===== src/sfl_pkg.sv =====
// Constants and types for the shift and flag load unit
//==============================================================
// Operation
// (RQ1) The count is one for the single-count opcodes, count_low_byte for the register forms, imm8 otherwise.
// (RQ2) The group extension field selects left shift at 4, logical right at 5 and signed right at 7.
// (RQ3) Every count is cut to its five low bits, giving 0 to 31.
// (RQ4) The carry flag ends holding the last bit shifted out of the operand.
// (RQ5) Left shifts push the top bit toward the carry and clear the vacated low bits.
// (RQ6) Logical right shifts push the low bit toward the carry and fill the top with zero.
// (RQ7) Signed right shifts fill the vacated top bits with the original sign bit.
// (RQ8) A one-bit left shift sets overflow when the result top bit differs from the new carry.
// (RQ9) A one-bit signed right shift clears overflow.
// (RQ10) A one-bit logical right shift sets overflow to the original top bit.
// (RQ11) Opcode 9E loads sign, zero, aux carry, parity and carry from accum_high_byte bits 7,6,4,2,0.
// (RQ12) That load forces status_word bits 1, 3 and 5 to 1, 0 and 0.
// (RQ13) That load takes two clock cycles and never reports an exception.
// (RQ14) A nonzero count sets sign, zero and parity from the result; a zero count changes no flag.
// (RQ15) Overflow after multi-bit shifts and carry after over-wide shifts are undefined.
// (RQ16) Undefined flags still take a deterministic value.
package sfl_pkg;
	localparam logic [7:0] OPC_SHIFT_B_ONE = 8'hD0;
	localparam logic [7:0] OPC_SHIFT_V_ONE = 8'hD1;
	localparam logic [7:0] OPC_SHIFT_B_CNT = 8'hD2;
	localparam logic [7:0] OPC_SHIFT_V_CNT = 8'hD3;
	localparam logic [7:0] OPC_SHIFT_B_IMM = 8'hC0;
	localparam logic [7:0] OPC_SHIFT_V_IMM = 8'hC1;
	localparam logic [7:0] OPC_FLAG_LOAD   = 8'h9E;
	localparam logic [2:0] EXT_LEFT        = 3'h4;
	localparam logic [2:0] EXT_LOG_RIGHT   = 3'h5;
	localparam logic [2:0] EXT_SGN_RIGHT   = 3'h7;
	localparam logic [4:0] COUNT_MASK      = 5'h1F;
	localparam logic [7:0] COUNT_ONE       = 8'h01;
	localparam int FLAG_LOAD_CYCLES        = 2;
	// Status word bit positions
	localparam int FB_CARRY = 0;
	localparam int FB_RSV1  = 1;
	localparam int FB_PAR   = 2;
	localparam int FB_RSV3  = 3;
	localparam int FB_AUX   = 4;
	localparam int FB_RSV5  = 5;
	localparam int FB_ZERO  = 6;
	localparam int FB_SIGN  = 7;
	localparam int FB_OVF   = 11;
	localparam logic RSV1_VAL = 1'b1;
	localparam logic RSV3_VAL = 1'b0;
	localparam logic RSV5_VAL = 1'b0;
	// Register map, byte addresses
	localparam logic [7:0]  ADDR_CTRL   = 8'h00;
	localparam logic [7:0]  ADDR_STATUS = 8'h04;
	localparam logic [7:0]  ADDR_COUNT  = 8'h08;
	localparam int CTRL_ENABLE = 0;
	localparam int CTRL_FILL   = 1;
	localparam logic [1:0]  CTRL_RESET  = 2'h1;
	localparam int ST_BUSY_BIT = 16;
	localparam int ST_ILL_BIT  = 17;
	typedef enum logic [1:0] {SZ_BYTE, SZ_WORD, SZ_DWORD} sfl_size_e;
	typedef enum logic [1:0] {OP_LEFT, OP_LOG_RIGHT, OP_SGN_RIGHT} sfl_op_e;
	typedef enum logic {ST_IDLE = 1'b0, ST_LOAD = 1'b1} sfl_state_e;
endpackage


===== src/sfl_shift_core.sv =====
// Barrel shifter with last-bit-out capture for 8, 16 and 32 bit operands
`timescale 1ns/1ns
module sfl_shift_core
	import sfl_pkg::*;
(
	input  wire logic [31:0] operand,
	input  sfl_size_e        size,
	input  sfl_op_e          op,
	input  wire logic [4:0]  count,
	output logic [31:0]      result,
	output logic             carry_out,
	output logic             orig_msb
);
	logic [31:0] width_mask;
	logic [31:0] src;
	logic        sgn_fill;
	logic [31:0] src_ext;
	logic [64:0] left_wide;
	logic [64:0] right_wide;
	logic        left_carry;

	assign width_mask = (size == SZ_BYTE) ? 32'h000000FF :
		(size == SZ_WORD) ? 32'h0000FFFF : 32'hFFFFFFFF;
	assign src = operand & width_mask;
	assign orig_msb = (size == SZ_BYTE) ? operand[7] :
		(size == SZ_WORD) ? operand[15] : operand[31];
	assign sgn_fill = (op == OP_SGN_RIGHT) & orig_msb; // RQ7
	assign src_ext = sgn_fill ? (src | ~width_mask) : src;

	// Bits above the operand catch what leaves the top
	assign left_wide = {33'h0, src} << count; // RQ5
	assign left_carry = (size == SZ_BYTE) ? left_wide[8] :
		(size == SZ_WORD) ? left_wide[16] : left_wide[32];
	// A spare low bit catches the last bit out; the sign-filled top
	// half covers every count up to 31, so no extra fill mask is needed
	assign right_wide = {{32{sgn_fill}}, src_ext, 1'b0} >> count; // RQ6 RQ7

	assign result = ((op == OP_LEFT) ? left_wide[31:0] : right_wide[32:1]) & width_mask;
	// Over-wide shifts give zero (or the sign) rather than a random carry
	assign carry_out = (op == OP_LEFT) ? left_carry : right_wide[0]; // RQ4 RQ16
endmodule


===== src/sfl_flag_eval.sv =====
// Sign, zero and parity evaluation of a shift result
`timescale 1ns/1ns
module sfl_flag_eval
	import sfl_pkg::*;
(
	input  wire logic [31:0] result,
	input  sfl_size_e        size,
	output logic             sign,
	output logic             zero,
	output logic             parity
);
	wire logic [8:0] par_chain;

	assign sign = (size == SZ_BYTE) ? result[7] :
		(size == SZ_WORD) ? result[15] : result[31];
	assign zero = (result == 32'h00000000);
	// Parity looks at the low byte only, set when the count of ones is even
	assign par_chain[0] = 1'b1;
	genvar i;
	generate
		for (i = 0; i < 8; i++) begin : g_par
			assign par_chain[i + 1] = par_chain[i] ^ result[i];
		end
	endgenerate
	assign parity = par_chain[8];
endmodule


===== src/sfl_unit.sv =====
// Shift and flag load execution slice with an AHB-Lite control port
//
// The register addresses and the AHB-Lite interface to the registers were chosen for this implementation.
`timescale 1ns/1ns
module sfl_unit
	import sfl_pkg::*;
#(
	parameter int OP_CNT_W = 32
)
(
	input  wire logic        clk,
	input  wire logic        rst,
	// AHB-Lite slave
	input  wire logic        hsel,
	input  wire logic [31:0] haddr,
	input  wire logic [1:0]  htrans,
	input  wire logic        hwrite,
	input  wire logic [2:0]  hsize,
	input  wire logic [31:0] hwdata,
	input  wire logic        hready,
	output logic             hreadyout,
	output logic             hresp,
	output logic [31:0]      hrdata,
	// Decoder side
	input  wire logic        op_valid,
	output logic             op_ready,
	input  wire logic [7:0]  opcode,
	input  wire logic [2:0]  modrm_reg,
	input  wire logic        opsize_32,
	input  wire logic [31:0] operand,
	input  wire logic [7:0]  count_low_byte,
	input  wire logic [7:0]  imm8,
	input  wire logic [7:0]  accum_high_byte,
	input  wire logic [31:0] status_word,
	// Writeback side
	output logic             done_valid,
	output logic [31:0]      done_result,
	output logic             result_write,
	output logic [31:0]      status_word_out,
	output logic             op_illegal
);

	//==========================================================
	// Parameter check
	generate
		if (OP_CNT_W < 1 || OP_CNT_W > 32) begin : g_bad_cnt
			$error("OP_CNT_W must lie between 1 and 32");
		end
	endgenerate

	//==========================================================
	// Declarations
	logic [1:0]          ctrl_reg;
	logic [1:0]          ctrl_next;
	sfl_state_e          state_reg;
	sfl_state_e          state_next;
	logic [31:0]         load_hold_reg;
	logic                done_valid_reg;
	logic [31:0]         done_result_reg;
	logic                result_write_reg;
	logic [31:0]         status_out_reg;
	logic                op_illegal_reg;
	logic                last_ill_reg;
	logic [OP_CNT_W-1:0] op_count_reg;
	logic                wr_pend_reg;
	logic [7:0]          wr_addr_reg;
	logic [31:0]         hrdata_reg;

	wire logic           unit_enable;
	wire logic           fill_val;
	wire logic           is_byte_grp;
	wire logic           is_wide_grp;
	wire logic           is_shift_opc;
	wire logic           is_one_form;
	wire logic           is_cl_form;
	wire logic           ext_legal;
	wire logic           is_shift;
	wire logic           is_load;
	wire logic           is_illegal;
	wire logic [7:0]     count_raw;
	wire logic [4:0]     eff_count;
	wire logic           count_zero;
	wire logic           count_one;
	wire sfl_size_e      op_size;
	wire sfl_op_e        shift_op;
	wire logic           accept;
	wire logic           take_shift;
	wire logic           take_load;
	wire logic           take_bad;

	wire logic [31:0]    sh_result;
	wire logic           sh_carry;
	wire logic           sh_orig_msb;
	wire logic           res_sign;
	wire logic           res_zero;
	wire logic           res_parity;
	wire logic           ovf_val;
	wire logic [31:0]    shift_sw;
	wire logic [31:0]    load_sw;

	wire logic           ahb_take;
	wire logic           ahb_wr;
	wire logic [7:0]     ahb_addr;
	wire logic [31:0]    status_view;
	wire logic [31:0]    rd_mux;

	//==========================================================
	// Instruction decode
	assign is_byte_grp = (opcode == OPC_SHIFT_B_ONE) || (opcode == OPC_SHIFT_B_CNT) ||
		(opcode == OPC_SHIFT_B_IMM);
	assign is_wide_grp = (opcode == OPC_SHIFT_V_ONE) || (opcode == OPC_SHIFT_V_CNT) ||
		(opcode == OPC_SHIFT_V_IMM);
	assign is_shift_opc = is_byte_grp || is_wide_grp;
	assign is_one_form = (opcode == OPC_SHIFT_B_ONE) || (opcode == OPC_SHIFT_V_ONE);
	assign is_cl_form = (opcode == OPC_SHIFT_B_CNT) || (opcode == OPC_SHIFT_V_CNT);
	// Extension 6 is left undecoded on purpose and reported as illegal
	assign ext_legal = (modrm_reg == EXT_LEFT) || (modrm_reg == EXT_LOG_RIGHT) ||
		(modrm_reg == EXT_SGN_RIGHT); // RQ2
	assign is_shift = is_shift_opc && ext_legal;
	assign is_load = (opcode == OPC_FLAG_LOAD);
	assign is_illegal = !is_shift && !is_load;

	assign count_raw = is_one_form ? COUNT_ONE :
		(is_cl_form ? count_low_byte : imm8); // RQ1
	assign eff_count = count_raw[4:0] & COUNT_MASK; // RQ3
	assign count_zero = (eff_count == 5'h00);
	assign count_one = (eff_count == 5'h01);

	assign op_size = is_byte_grp ? SZ_BYTE : (opsize_32 ? SZ_DWORD : SZ_WORD); // RQ2
	assign shift_op = (modrm_reg == EXT_LEFT) ? OP_LEFT :
		((modrm_reg == EXT_SGN_RIGHT) ? OP_SGN_RIGHT : OP_LOG_RIGHT); // RQ2

	//==========================================================
	// Handshake
	// A disabled unit holds op_ready low, so the decoder stalls instead of losing work
	assign unit_enable = ctrl_reg[CTRL_ENABLE];
	assign fill_val = ctrl_reg[CTRL_FILL];
	// A second request waits while the flag load finishes its second cycle
	assign op_ready = unit_enable && (state_reg == ST_IDLE);
	assign accept = op_valid && op_ready;
	assign take_shift = accept && is_shift;
	assign take_load = accept && is_load;
	assign take_bad = accept && is_illegal;

	//==========================================================
	// Shift datapath
	sfl_shift_core u_core (
		.operand   (operand),
		.size      (op_size),
		.op        (shift_op),
		.count     (eff_count),
		.result    (sh_result),
		.carry_out (sh_carry),
		.orig_msb  (sh_orig_msb)
	);

	sfl_flag_eval u_flags (
		.result (sh_result),
		.size   (op_size),
		.sign   (res_sign),
		.zero   (res_zero),
		.parity (res_parity)
	);

	// Multi-bit shifts take the software chosen fill, so a reference
	// model can mask overflow without chasing stale values
	assign ovf_val = !count_one ? fill_val : // RQ15 RQ16
		(shift_op == OP_LEFT) ? (res_sign ^ sh_carry) : // RQ8
		(shift_op == OP_SGN_RIGHT) ? 1'b0 : // RQ9
		sh_orig_msb; // RQ10

	// Aux carry is kept as it was on shifts
	assign shift_sw = count_zero ? status_word : { // RQ14
		status_word[31:FB_OVF + 1],
		ovf_val,
		status_word[FB_OVF - 1:FB_SIGN + 1],
		res_sign,
		res_zero,
		status_word[FB_RSV5:FB_AUX],
		status_word[FB_RSV3],
		res_parity,
		status_word[FB_RSV1],
		sh_carry
	}; // RQ4 RQ14

	assign load_sw = {
		status_word[31:FB_SIGN + 1],
		accum_high_byte[FB_SIGN],
		accum_high_byte[FB_ZERO],
		RSV5_VAL,
		accum_high_byte[FB_AUX],
		RSV3_VAL,
		accum_high_byte[FB_PAR],
		RSV1_VAL,
		accum_high_byte[FB_CARRY]
	}; // RQ11 RQ12

	//==========================================================
	// Sequencing
	// The load spends one cycle in the hold stage so its answer shows at
	// the second edge, matching its documented two-cycle cost
	assign state_next = take_load ? ST_LOAD : ST_IDLE; // RQ13

	always_ff @(posedge clk) begin
		if (rst) begin
			state_reg <= ST_IDLE;
		end else begin
			state_reg <= state_next;
		end
	end

	always_ff @(posedge clk) begin
		if (rst) begin
			load_hold_reg <= 32'h00000000;
		end else if (take_load) begin
			load_hold_reg <= load_sw; // RQ11
		end
	end

	//==========================================================
	// Writeback outputs
	always_ff @(posedge clk) begin
		if (rst) begin
			done_valid_reg <= 1'b0;
		end else begin
			done_valid_reg <= take_shift || take_bad || (state_reg == ST_LOAD);
		end
	end

	always_ff @(posedge clk) begin
		if (rst) begin
			result_write_reg <= 1'b0;
		end else begin
			result_write_reg <= take_shift;
		end
	end

	always_ff @(posedge clk) begin
		if (rst) begin
			op_illegal_reg <= 1'b0;
		end else begin
			// The load never reports an exception
			op_illegal_reg <= take_bad; // RQ13
		end
	end

	// The pulse is gone before software can read it, so the status
	// register keeps the outcome of the last completion instead
	always_ff @(posedge clk) begin
		if (rst) begin
			last_ill_reg <= 1'b0;
		end else if (done_valid_reg) begin
			last_ill_reg <= op_illegal_reg;
		end
	end

	always_ff @(posedge clk) begin
		if (rst) begin
			done_result_reg <= 32'h00000000;
		end else if (take_shift) begin
			done_result_reg <= sh_result;
		end
	end

	always_ff @(posedge clk) begin
		if (rst) begin
			status_out_reg <= 32'h00000000;
		end else if (take_shift) begin
			status_out_reg <= shift_sw;
		end else if (take_bad) begin
			status_out_reg <= status_word;
		end else if (state_reg == ST_LOAD) begin
			status_out_reg <= load_hold_reg; // RQ13
		end
	end

	// Counts every completion, illegal ones too; wraps at its width
	always_ff @(posedge clk) begin
		if (rst) begin
			op_count_reg <= '0;
		end else if (done_valid_reg) begin
			op_count_reg <= op_count_reg + 1'b1;
		end
	end

	assign done_valid = done_valid_reg;
	assign done_result = done_result_reg;
	assign result_write = result_write_reg;
	assign status_word_out = status_out_reg;
	assign op_illegal = op_illegal_reg;

	//==========================================================
	// AHB-Lite register port
	// Zero wait states; only whole-word accesses are meaningful
	assign ahb_take = hsel && hready && htrans[1];
	assign ahb_wr = ahb_take && hwrite;
	assign ahb_addr = haddr[7:0];

	always_ff @(posedge clk) begin
		if (rst) begin
			wr_pend_reg <= 1'b0;
			wr_addr_reg <= 8'h00;
		end else begin
			wr_pend_reg <= ahb_wr;
			wr_addr_reg <= ahb_addr;
		end
	end

	// Only the control word is writable; other writes are dropped
	assign ctrl_next = (wr_pend_reg && (wr_addr_reg == ADDR_CTRL)) ?
		hwdata[1:0] : ctrl_reg;

	always_ff @(posedge clk) begin
		if (rst) begin
			ctrl_reg <= CTRL_RESET;
		end else begin
			ctrl_reg <= ctrl_next;
		end
	end

	// Busy and last-illegal sit just above the low half of the last status word
	assign status_view = {
		14'h0000,
		last_ill_reg,
		(state_reg != ST_IDLE),
		status_out_reg[15:0]
	};
	// Reading through ctrl_next returns a write made just before
	assign rd_mux = (ahb_addr == ADDR_CTRL) ? {30'h00000000, ctrl_next} :
		(ahb_addr == ADDR_STATUS) ? status_view :
		(ahb_addr == ADDR_COUNT) ? 32'(op_count_reg) : 32'h00000000;

	always_ff @(posedge clk) begin
		if (rst) begin
			hrdata_reg <= 32'h00000000;
		end else if (ahb_take && !hwrite) begin
			hrdata_reg <= rd_mux;
		end
	end

	assign hrdata = hrdata_reg;
	assign hreadyout = 1'b1;
	// No access can fail in this register map, so the response is always OKAY
	assign hresp = 1'b0;

endmodule


===== config.mk =====
export PLATFORM = sky130hd
export DESIGN_NAME = sfl_unit
export DESIGN_NICKNAME = d
export VERILOG_FILES = /design/src/sfl_pkg.sv /design/src/sfl_shift_core.sv /design/src/sfl_flag_eval.sv /design/src/sfl_unit.sv
export SDC_FILE = /design/constraint.sdc
export NUM_CORES = 1
export LEC_CHECK = 0
export BUFFER_PORTS_ARGS = -buffer_cell sky130_fd_sc_hd__buf_2
export CORE_MARGIN = 2
export CORE_UTILIZATION = 43
export DETAILED_ROUTE_END_ITERATION = 10
export GPL_TIMING_DRIVEN = 0
export PLACE_DENSITY = 0.66
export SYNTH_ARGS = -nofsm -noshare
export SYNTH_HDL_FRONTEND = slang
export SYNTH_SLANG_ARGS = --single-unit

===== constraint.sdc =====
create_clock -name clk -period 13 [get_ports clk]
set_input_delay 2.6 -clock clk [delete_from_list [all_inputs] [get_ports clk]]
set_output_delay 2.6 -clock clk [all_outputs]
set_load 0.1 [all_outputs]

Word-level counts from Yosys, hierarchy flattened. Index checks and enable logic that the tools add are counted.

$add $sub $neg: 1. Equality and inequality tests: 15. Shifts and indexed selects: 2. Mux-type cells: 29. Bitwise logic cells: 15. Reduce and logical (&&, ||, !) cells: 33.

Operator list (number): $mux 32 (10); $shr 65x5->33 (1); $and 32x32->32 (2); $eq 8x8->1 const B (7); $shl 32x5->33 (1); $add 32x1->32 const B (1); $logic_not 32->1 (1); $not 32->32 (1); $or 32x32->32 (1); $logic_not 8->1 (2); $logic_and 1x1->1 (12); $mux 12 (1); $logic_or 1x1->1 (11); $mux 1 (11); $mux 2 (5); $mux 5 (2); $eq 3x3->1 const B (3); $eq 8x3->1 const B (1); $eq 8x4->1 const B (1); $xor 1x1->1 (8); $eq 5x1->1 const B (1); $logic_not 5->1 (1); $logic_not 2->1 (2); $logic_not 1->1 (3); other kinds (5) (6).

Register bits: 174. Input bits: 175. Output and inout bits: 102. Logic and storage cells: 108.

Logic depth before layout (Yosys ltp).
Word-level depth: 23. Mapped depth: 23. Mapped depth without buffers: 16.

Modules after synthesis. From an unflattened synthesis, not the netlist that was laid out.

Cells, all modules: 1473. Area total of the unflattened synthesis: 11628.7 um2.

Modules (own cells, without submodules): sfl_unit (instances 1, cells an instance 831, area an instance 7031.7 um2, seq. area each 3483.3 um2); sfl_shift_core (instances 1, cells an instance 619, area an instance 4438.0 um2, seq. area each 0.0 um2); sfl_flag_eval (instances 1, cells an instance 23, area an instance 158.9 um2, seq. area each 0.0 um2).

Worst setup path after synthesis. No wires, ideal clock.

Path kind: input port to flip-flop. Start point: input opcode[3]. End point: register status_out_reg[2] (netlist: status_word_out[2]). Library setup time: 91 ps. Arrival: 6130 ps. Data required time: 12909 ps. Setup slack: 6779 ps. Stages: 21. Path buffers: 6. Path through: nand4bb_4 > buf_4 > o21ai_4 > nand2_1 > buf_4 > buf_6 > buf_6 > buf_4 > buf_2 > a2bb2oi_1 > o21ai_0 > mux2_2 > nand2_1 > o21ai_0 > a21o_1 > a32oi_1 > ha_1 > xnor3_1 > xnor3_1 > nand2_1 > a311oi_1.

Word-level cells in the longest chain between the ends: 23.

Ends and longest elaborated chain: from (decl) (line sfl_unit.sv:27) `input wire logic [7:0] opcode,`; $eq 8x8->1 (on tied branches) (line sfl_unit.sv:109, sfl_unit.sv:114, sfl_unit.sv:115); $logic_or 1x1->1 (2 in series) (line sfl_unit.sv:109) `assign is_byte_grp = (opcode == OPC_SHIFT_B_ONE) || (opcode == OPC_SHIFT_B_CNT) ||`; $mux 2 (line sfl_unit.sv:129) `assign op_size = is_byte_grp ? SZ_BYTE : (opsize_32 ? SZ_DWORD : SZ_WORD);`; $eq 2x1->1 (line sfl_shift_core.sv:23, sfl_shift_core.sv:26); $mux 32 (line sfl_shift_core.sv:23) `(size == SZ_WORD) ? 32'h0000FFFF : 32'hFFFFFFFF;`; $mux 32 (line sfl_shift_core.sv:22) `assign width_mask = (size == SZ_BYTE) ? 32'h000000FF :`; $and 32x32->32 or $not 32->32 (tied branches) (line sfl_shift_core.sv:24, sfl_shift_core.sv:28); $or 32x32->32 (line sfl_shift_core.sv:28) `assign src_ext = sgn_fill ? (src | ~width_mask) : src;`; $mux 32 (line sfl_shift_core.sv:28); $shr 65x5->33 (line sfl_shift_core.sv:36) `assign right_wide = {{32{sgn_fill}}, src_ext, 1'b0} >> count;`; $mux 32 (line sfl_shift_core.sv:38) `assign result = ((op == OP_LEFT) ? left_wide[31:0] : right_wide[32:1]) & width_mask;`; $and 32x32->32 (line sfl_shift_core.sv:38); $not 1->1 (no line); $xor 1x1->1 (7 in series) (line sfl_flag_eval.sv:22) `assign par_chain[i + 1] = par_chain[i] ^ result[i];`; $mux 12 (line sfl_unit.sv:173) `assign shift_sw = count_zero ? status_word : {`; $mux 32 (line sfl_unit.sv:268) `end else if (take_shift) begin`; to (signal assigned) (line sfl_unit.sv:269) `status_out_reg <= shift_sw;`; to (signal assigned) (line sfl_unit.sv:271) `status_out_reg <= status_word;`; to (signal assigned) (line sfl_unit.sv:273) `status_out_reg <= load_hold_reg;`; to (decl) (line sfl_unit.sv:61) `logic [31:0] status_out_reg;`.

Several ways; a longest one is shown, not always the timed one. A chain may end at the register's enable or synchronous reset.

Final worst setup path. Ends and elaborated chain as after synthesis.

==> flow_metrics.tcl <==
set metrics [dict create \
    status "finished, final reports clean" \
    worstPathCellList "buf_2, nand4bb_4, buf_4, buf_2, o21ai_0, and2_1, buf_4, buf_4, buf_2, buf_2, clkbuf_1, o21ai_0, a21o_1, a32oi_1, ha_1, xnor3_1, xnor3_1, nand2_1, a311oi_1" \
    synth_top_family_by_area "compound AO/OA/AOI/OAI gates" \
    relSlewSlack 0.2826 \
    wire_per_inst_um 27.07 \
    seqCellArea_sq_um 3483 \
    utilization 0.5095 \
    path_max_fanout 10 \
    drtPass1Iterations 9 \
    report.final.slew_viol_count 0 \
    synth.area.mux_share 0.04902 \
    p_per_area_nw_per_um2 106.8 \
    core-area_sq_um 27630 \
    grtUsageTotal 0.4043 \
    slowest_delay_ns 0.41 \
    ys_top_cells_by_area "dfxtp_1 (29%), a21oi_1 (7.3%), nand2_1 (7.3%)" \
    timing.setup.tns_ns 0 \
    power_frac_clock 0.346 \
    intPower_mw 0.9356 \
    via_count 14790 \
    syn_area_per_cell_sq_um 7.384 \
    synth_seq_area_share 0.2910 \
    cts.sinks 174 \
    antenna_found_initial 1 \
    r2r_start "ctrl_reg[0]" \
    cts-htree-levels 4 \
    grt_pass1_vias 13570 \
    syn_area_sq_um 11970 \
    numCtsBuffers 17 \
    synth_top_area_frac 0.2910 \
    fin_total_pwr_mw 1.504 \
    detail_route.iter0.violations 1862 \
    p_seq_frac 0.367 \
    switching_power_mw 0.5681 \
    irDropWorstVdd_mv 0.07373 \
    area_growth_pct 17.60 \
    multiInputGateArea_sq_um 7734 \
    fillers 2828 \
    start_util 0.4332 \
    gp_congestion 1.077 \
    skew_ns 0.01767 \
    synth_xor_area_frac 0.02498 \
    crit_required_ns 13.38 \
    max_freq_mhz 140.6 \
    synth_compound_area_frac 0.3224 \
    dp_hpwl_um 48360 \
    cpMostUsedCell "buf_2" \
    yosys_warnings 0 \
    die_area_sq_um 29190 \
    combPwrFrac 0.287 \
    clock_path_buffers 2 \
    vias_per_cell 6.607 \
    synthArstFlopShare 0 \
    die_x_um 170.8 \
    end_kind "register" \
    dp_worst_setup_slack_ns 5.555 \
    final_nets 2023 \
    place_area_sq_um 13470 \
    finalCritPeriodShare 0.5469 \
    synth_cells 1621 \
    critPathTopFamily "buffers and inverters" \
    syn_nets 1798 \
    post_cts_buffers 0 \
    setup_viol 0 \
    synth-edff-count 0 \
    fin_ws_ns 5.890 \
    fp.dieH_um 170.8 \
    worst_pin_slew_ns 1.049 \
    cts-resized-gates 0 \
    cts_tree "done" \
    fin_cells 2239 \
    fin_hold_ws_ns 0.4482 \
    fin_crit_ns 7.110 \
    cts_hold_buf 0 \
    start_kind "input pin" \
    rows 61 \
    drt-total-wl_um 60620 \
    cts_root_buf "clkbuf_16" \
    cp.arrival_ns 7.49 \
    startpoint "opcode[3]" \
    ys_types 105 \
    grt_pass1_wl_um 87170 \
    grt_max_degree 19 \
    switching_share 0.3778 \
    numPlacedInstances 2205 \
    gr-total-overflow 0 \
    rsz0062_at_grt "no" \
    cts.clk_slew.worst_paths_ns 0.08 \
    cap_violations 0 \
    synth-seq-cells 174 \
    synthAdderAreaFrac 0.002091 \
    yosysTopAreaCell "dfxtp_1" \
    critPathSlowestCell "o21ai_0" \
    synthSimpleGateAreaFrac 0.2470 \
    pin_count 277 \
    ant_nets 0 \
    hold_viol_final 0 \
    drc 0 \
    hold_path_startpoint "hrdata[21]" \
    post-route-cell-area_sq_um 14080 \
    clk_latency_ns 0.46 \
    leakage_nw 5.425 \
    port_buffers 206 \
    min_path_type "register to register" \
    worst-path-buf-inv 8 \
    drive_above_1_share 0.1899 \
    synth_ff_type "dfxtp_1" \
    timing_worst_setup_path_type "input pin to register" \
]
==> final cells by class <==
class / count / share of cell area
clock inverters: 15 / 0.01227
diodes: 2 / 0.0003555
repair buffers: 206 / 0.07324
plain buffers: 140 / 0.04977
flip-flops and latches: 174 / 0.2474
inverters: 14 / 0.003733
well taps: 378 / 0.03360
clock buffers: 17 / 0.03022
multi-input cells: 1293 / 0.5494
==> worst min-delay path, cell delays in order, from the launching register on <==
cell	delay (ns)
dfxtp_1	0.31
nand2_1	0.05
a21oi_1	0.05
==> synth_stat cells (all sizes together) (5+ instances only) <==
cell type  instances
a211o              5
a211oi            49
a21o               9
a21oi            178
a221oi            29
a22oi             31
a2bb2oi            7
a311oi            11
a31oi             18
a32o               5
a32oi              8
and2               6
and3              18
buf               69
clkbuf            71
dfxtp            174
inv               14
mux2               9
mux2i             44
nand2            234
nand2b             9
nand3             56
nand4             26
nor2             170
nor2b             17
nor3              49
nor4              11
o211ai            29
o21a               7
o21ai             98
o22a               6
o22ai             17
o311ai             8
o32ai              9
or2                5
or3               10
xor2              27
==> logic make-up after synthesis <==
logic type,Yosys count
AO/OA/AOI/OAI,571
XOR/XNOR,31
adder cells (fa/ha/maj),2
buffers and inverters,154
flip-flops,174
multiplexers,55
other,2
AND/OR/NAND/NOR,632
==> per-layer routing <==
layer  wire length [um]  up-vias  track usage
met3               6458      235      0.08744
met4               3135        0       0.1894
met1              25110     7010       0.5450
met2              25920     1066       0.6150
li1                   -     6483            -
met5                  0        -            0
==> path summary, 6_finish.rpt <==
check                        to  slack [ns]  cells after the start
max          status_word_out[2]        5.89                     19
min                  hrdata[21]        0.45                      2
max reg2reg  status_word_out[6]        9.90                      9
min reg2reg          hrdata[21]        0.45                      2
==> power groups by stage <==
stage / Clock, mW / Sequential, mW / Combinational [mW]
after CTS: 0.521 / 0.551 / 0.414
after detailed placement: 0 / 0.564 / 0.412
after global routing: 0.546 / 0.552 / 0.443
after floorplan: 0 / 0.623 / 0.204
final: 0.520 / 0.552 / 0.432
after global placement: 0 / 0.563 / 0.417
==> cells in the final DEF, fill, tap and decap left out, drive strengths merged, types with 44 or more instances in the layout <==
cell type,count
clkbuf,88
mux2i,44
a21oi,178
buf,275
nand2,234
o21ai,98
nand3,56
nor2,170
nor3,49
dfxtp,174
a211oi,49
(Power assumes the default switching activity.)
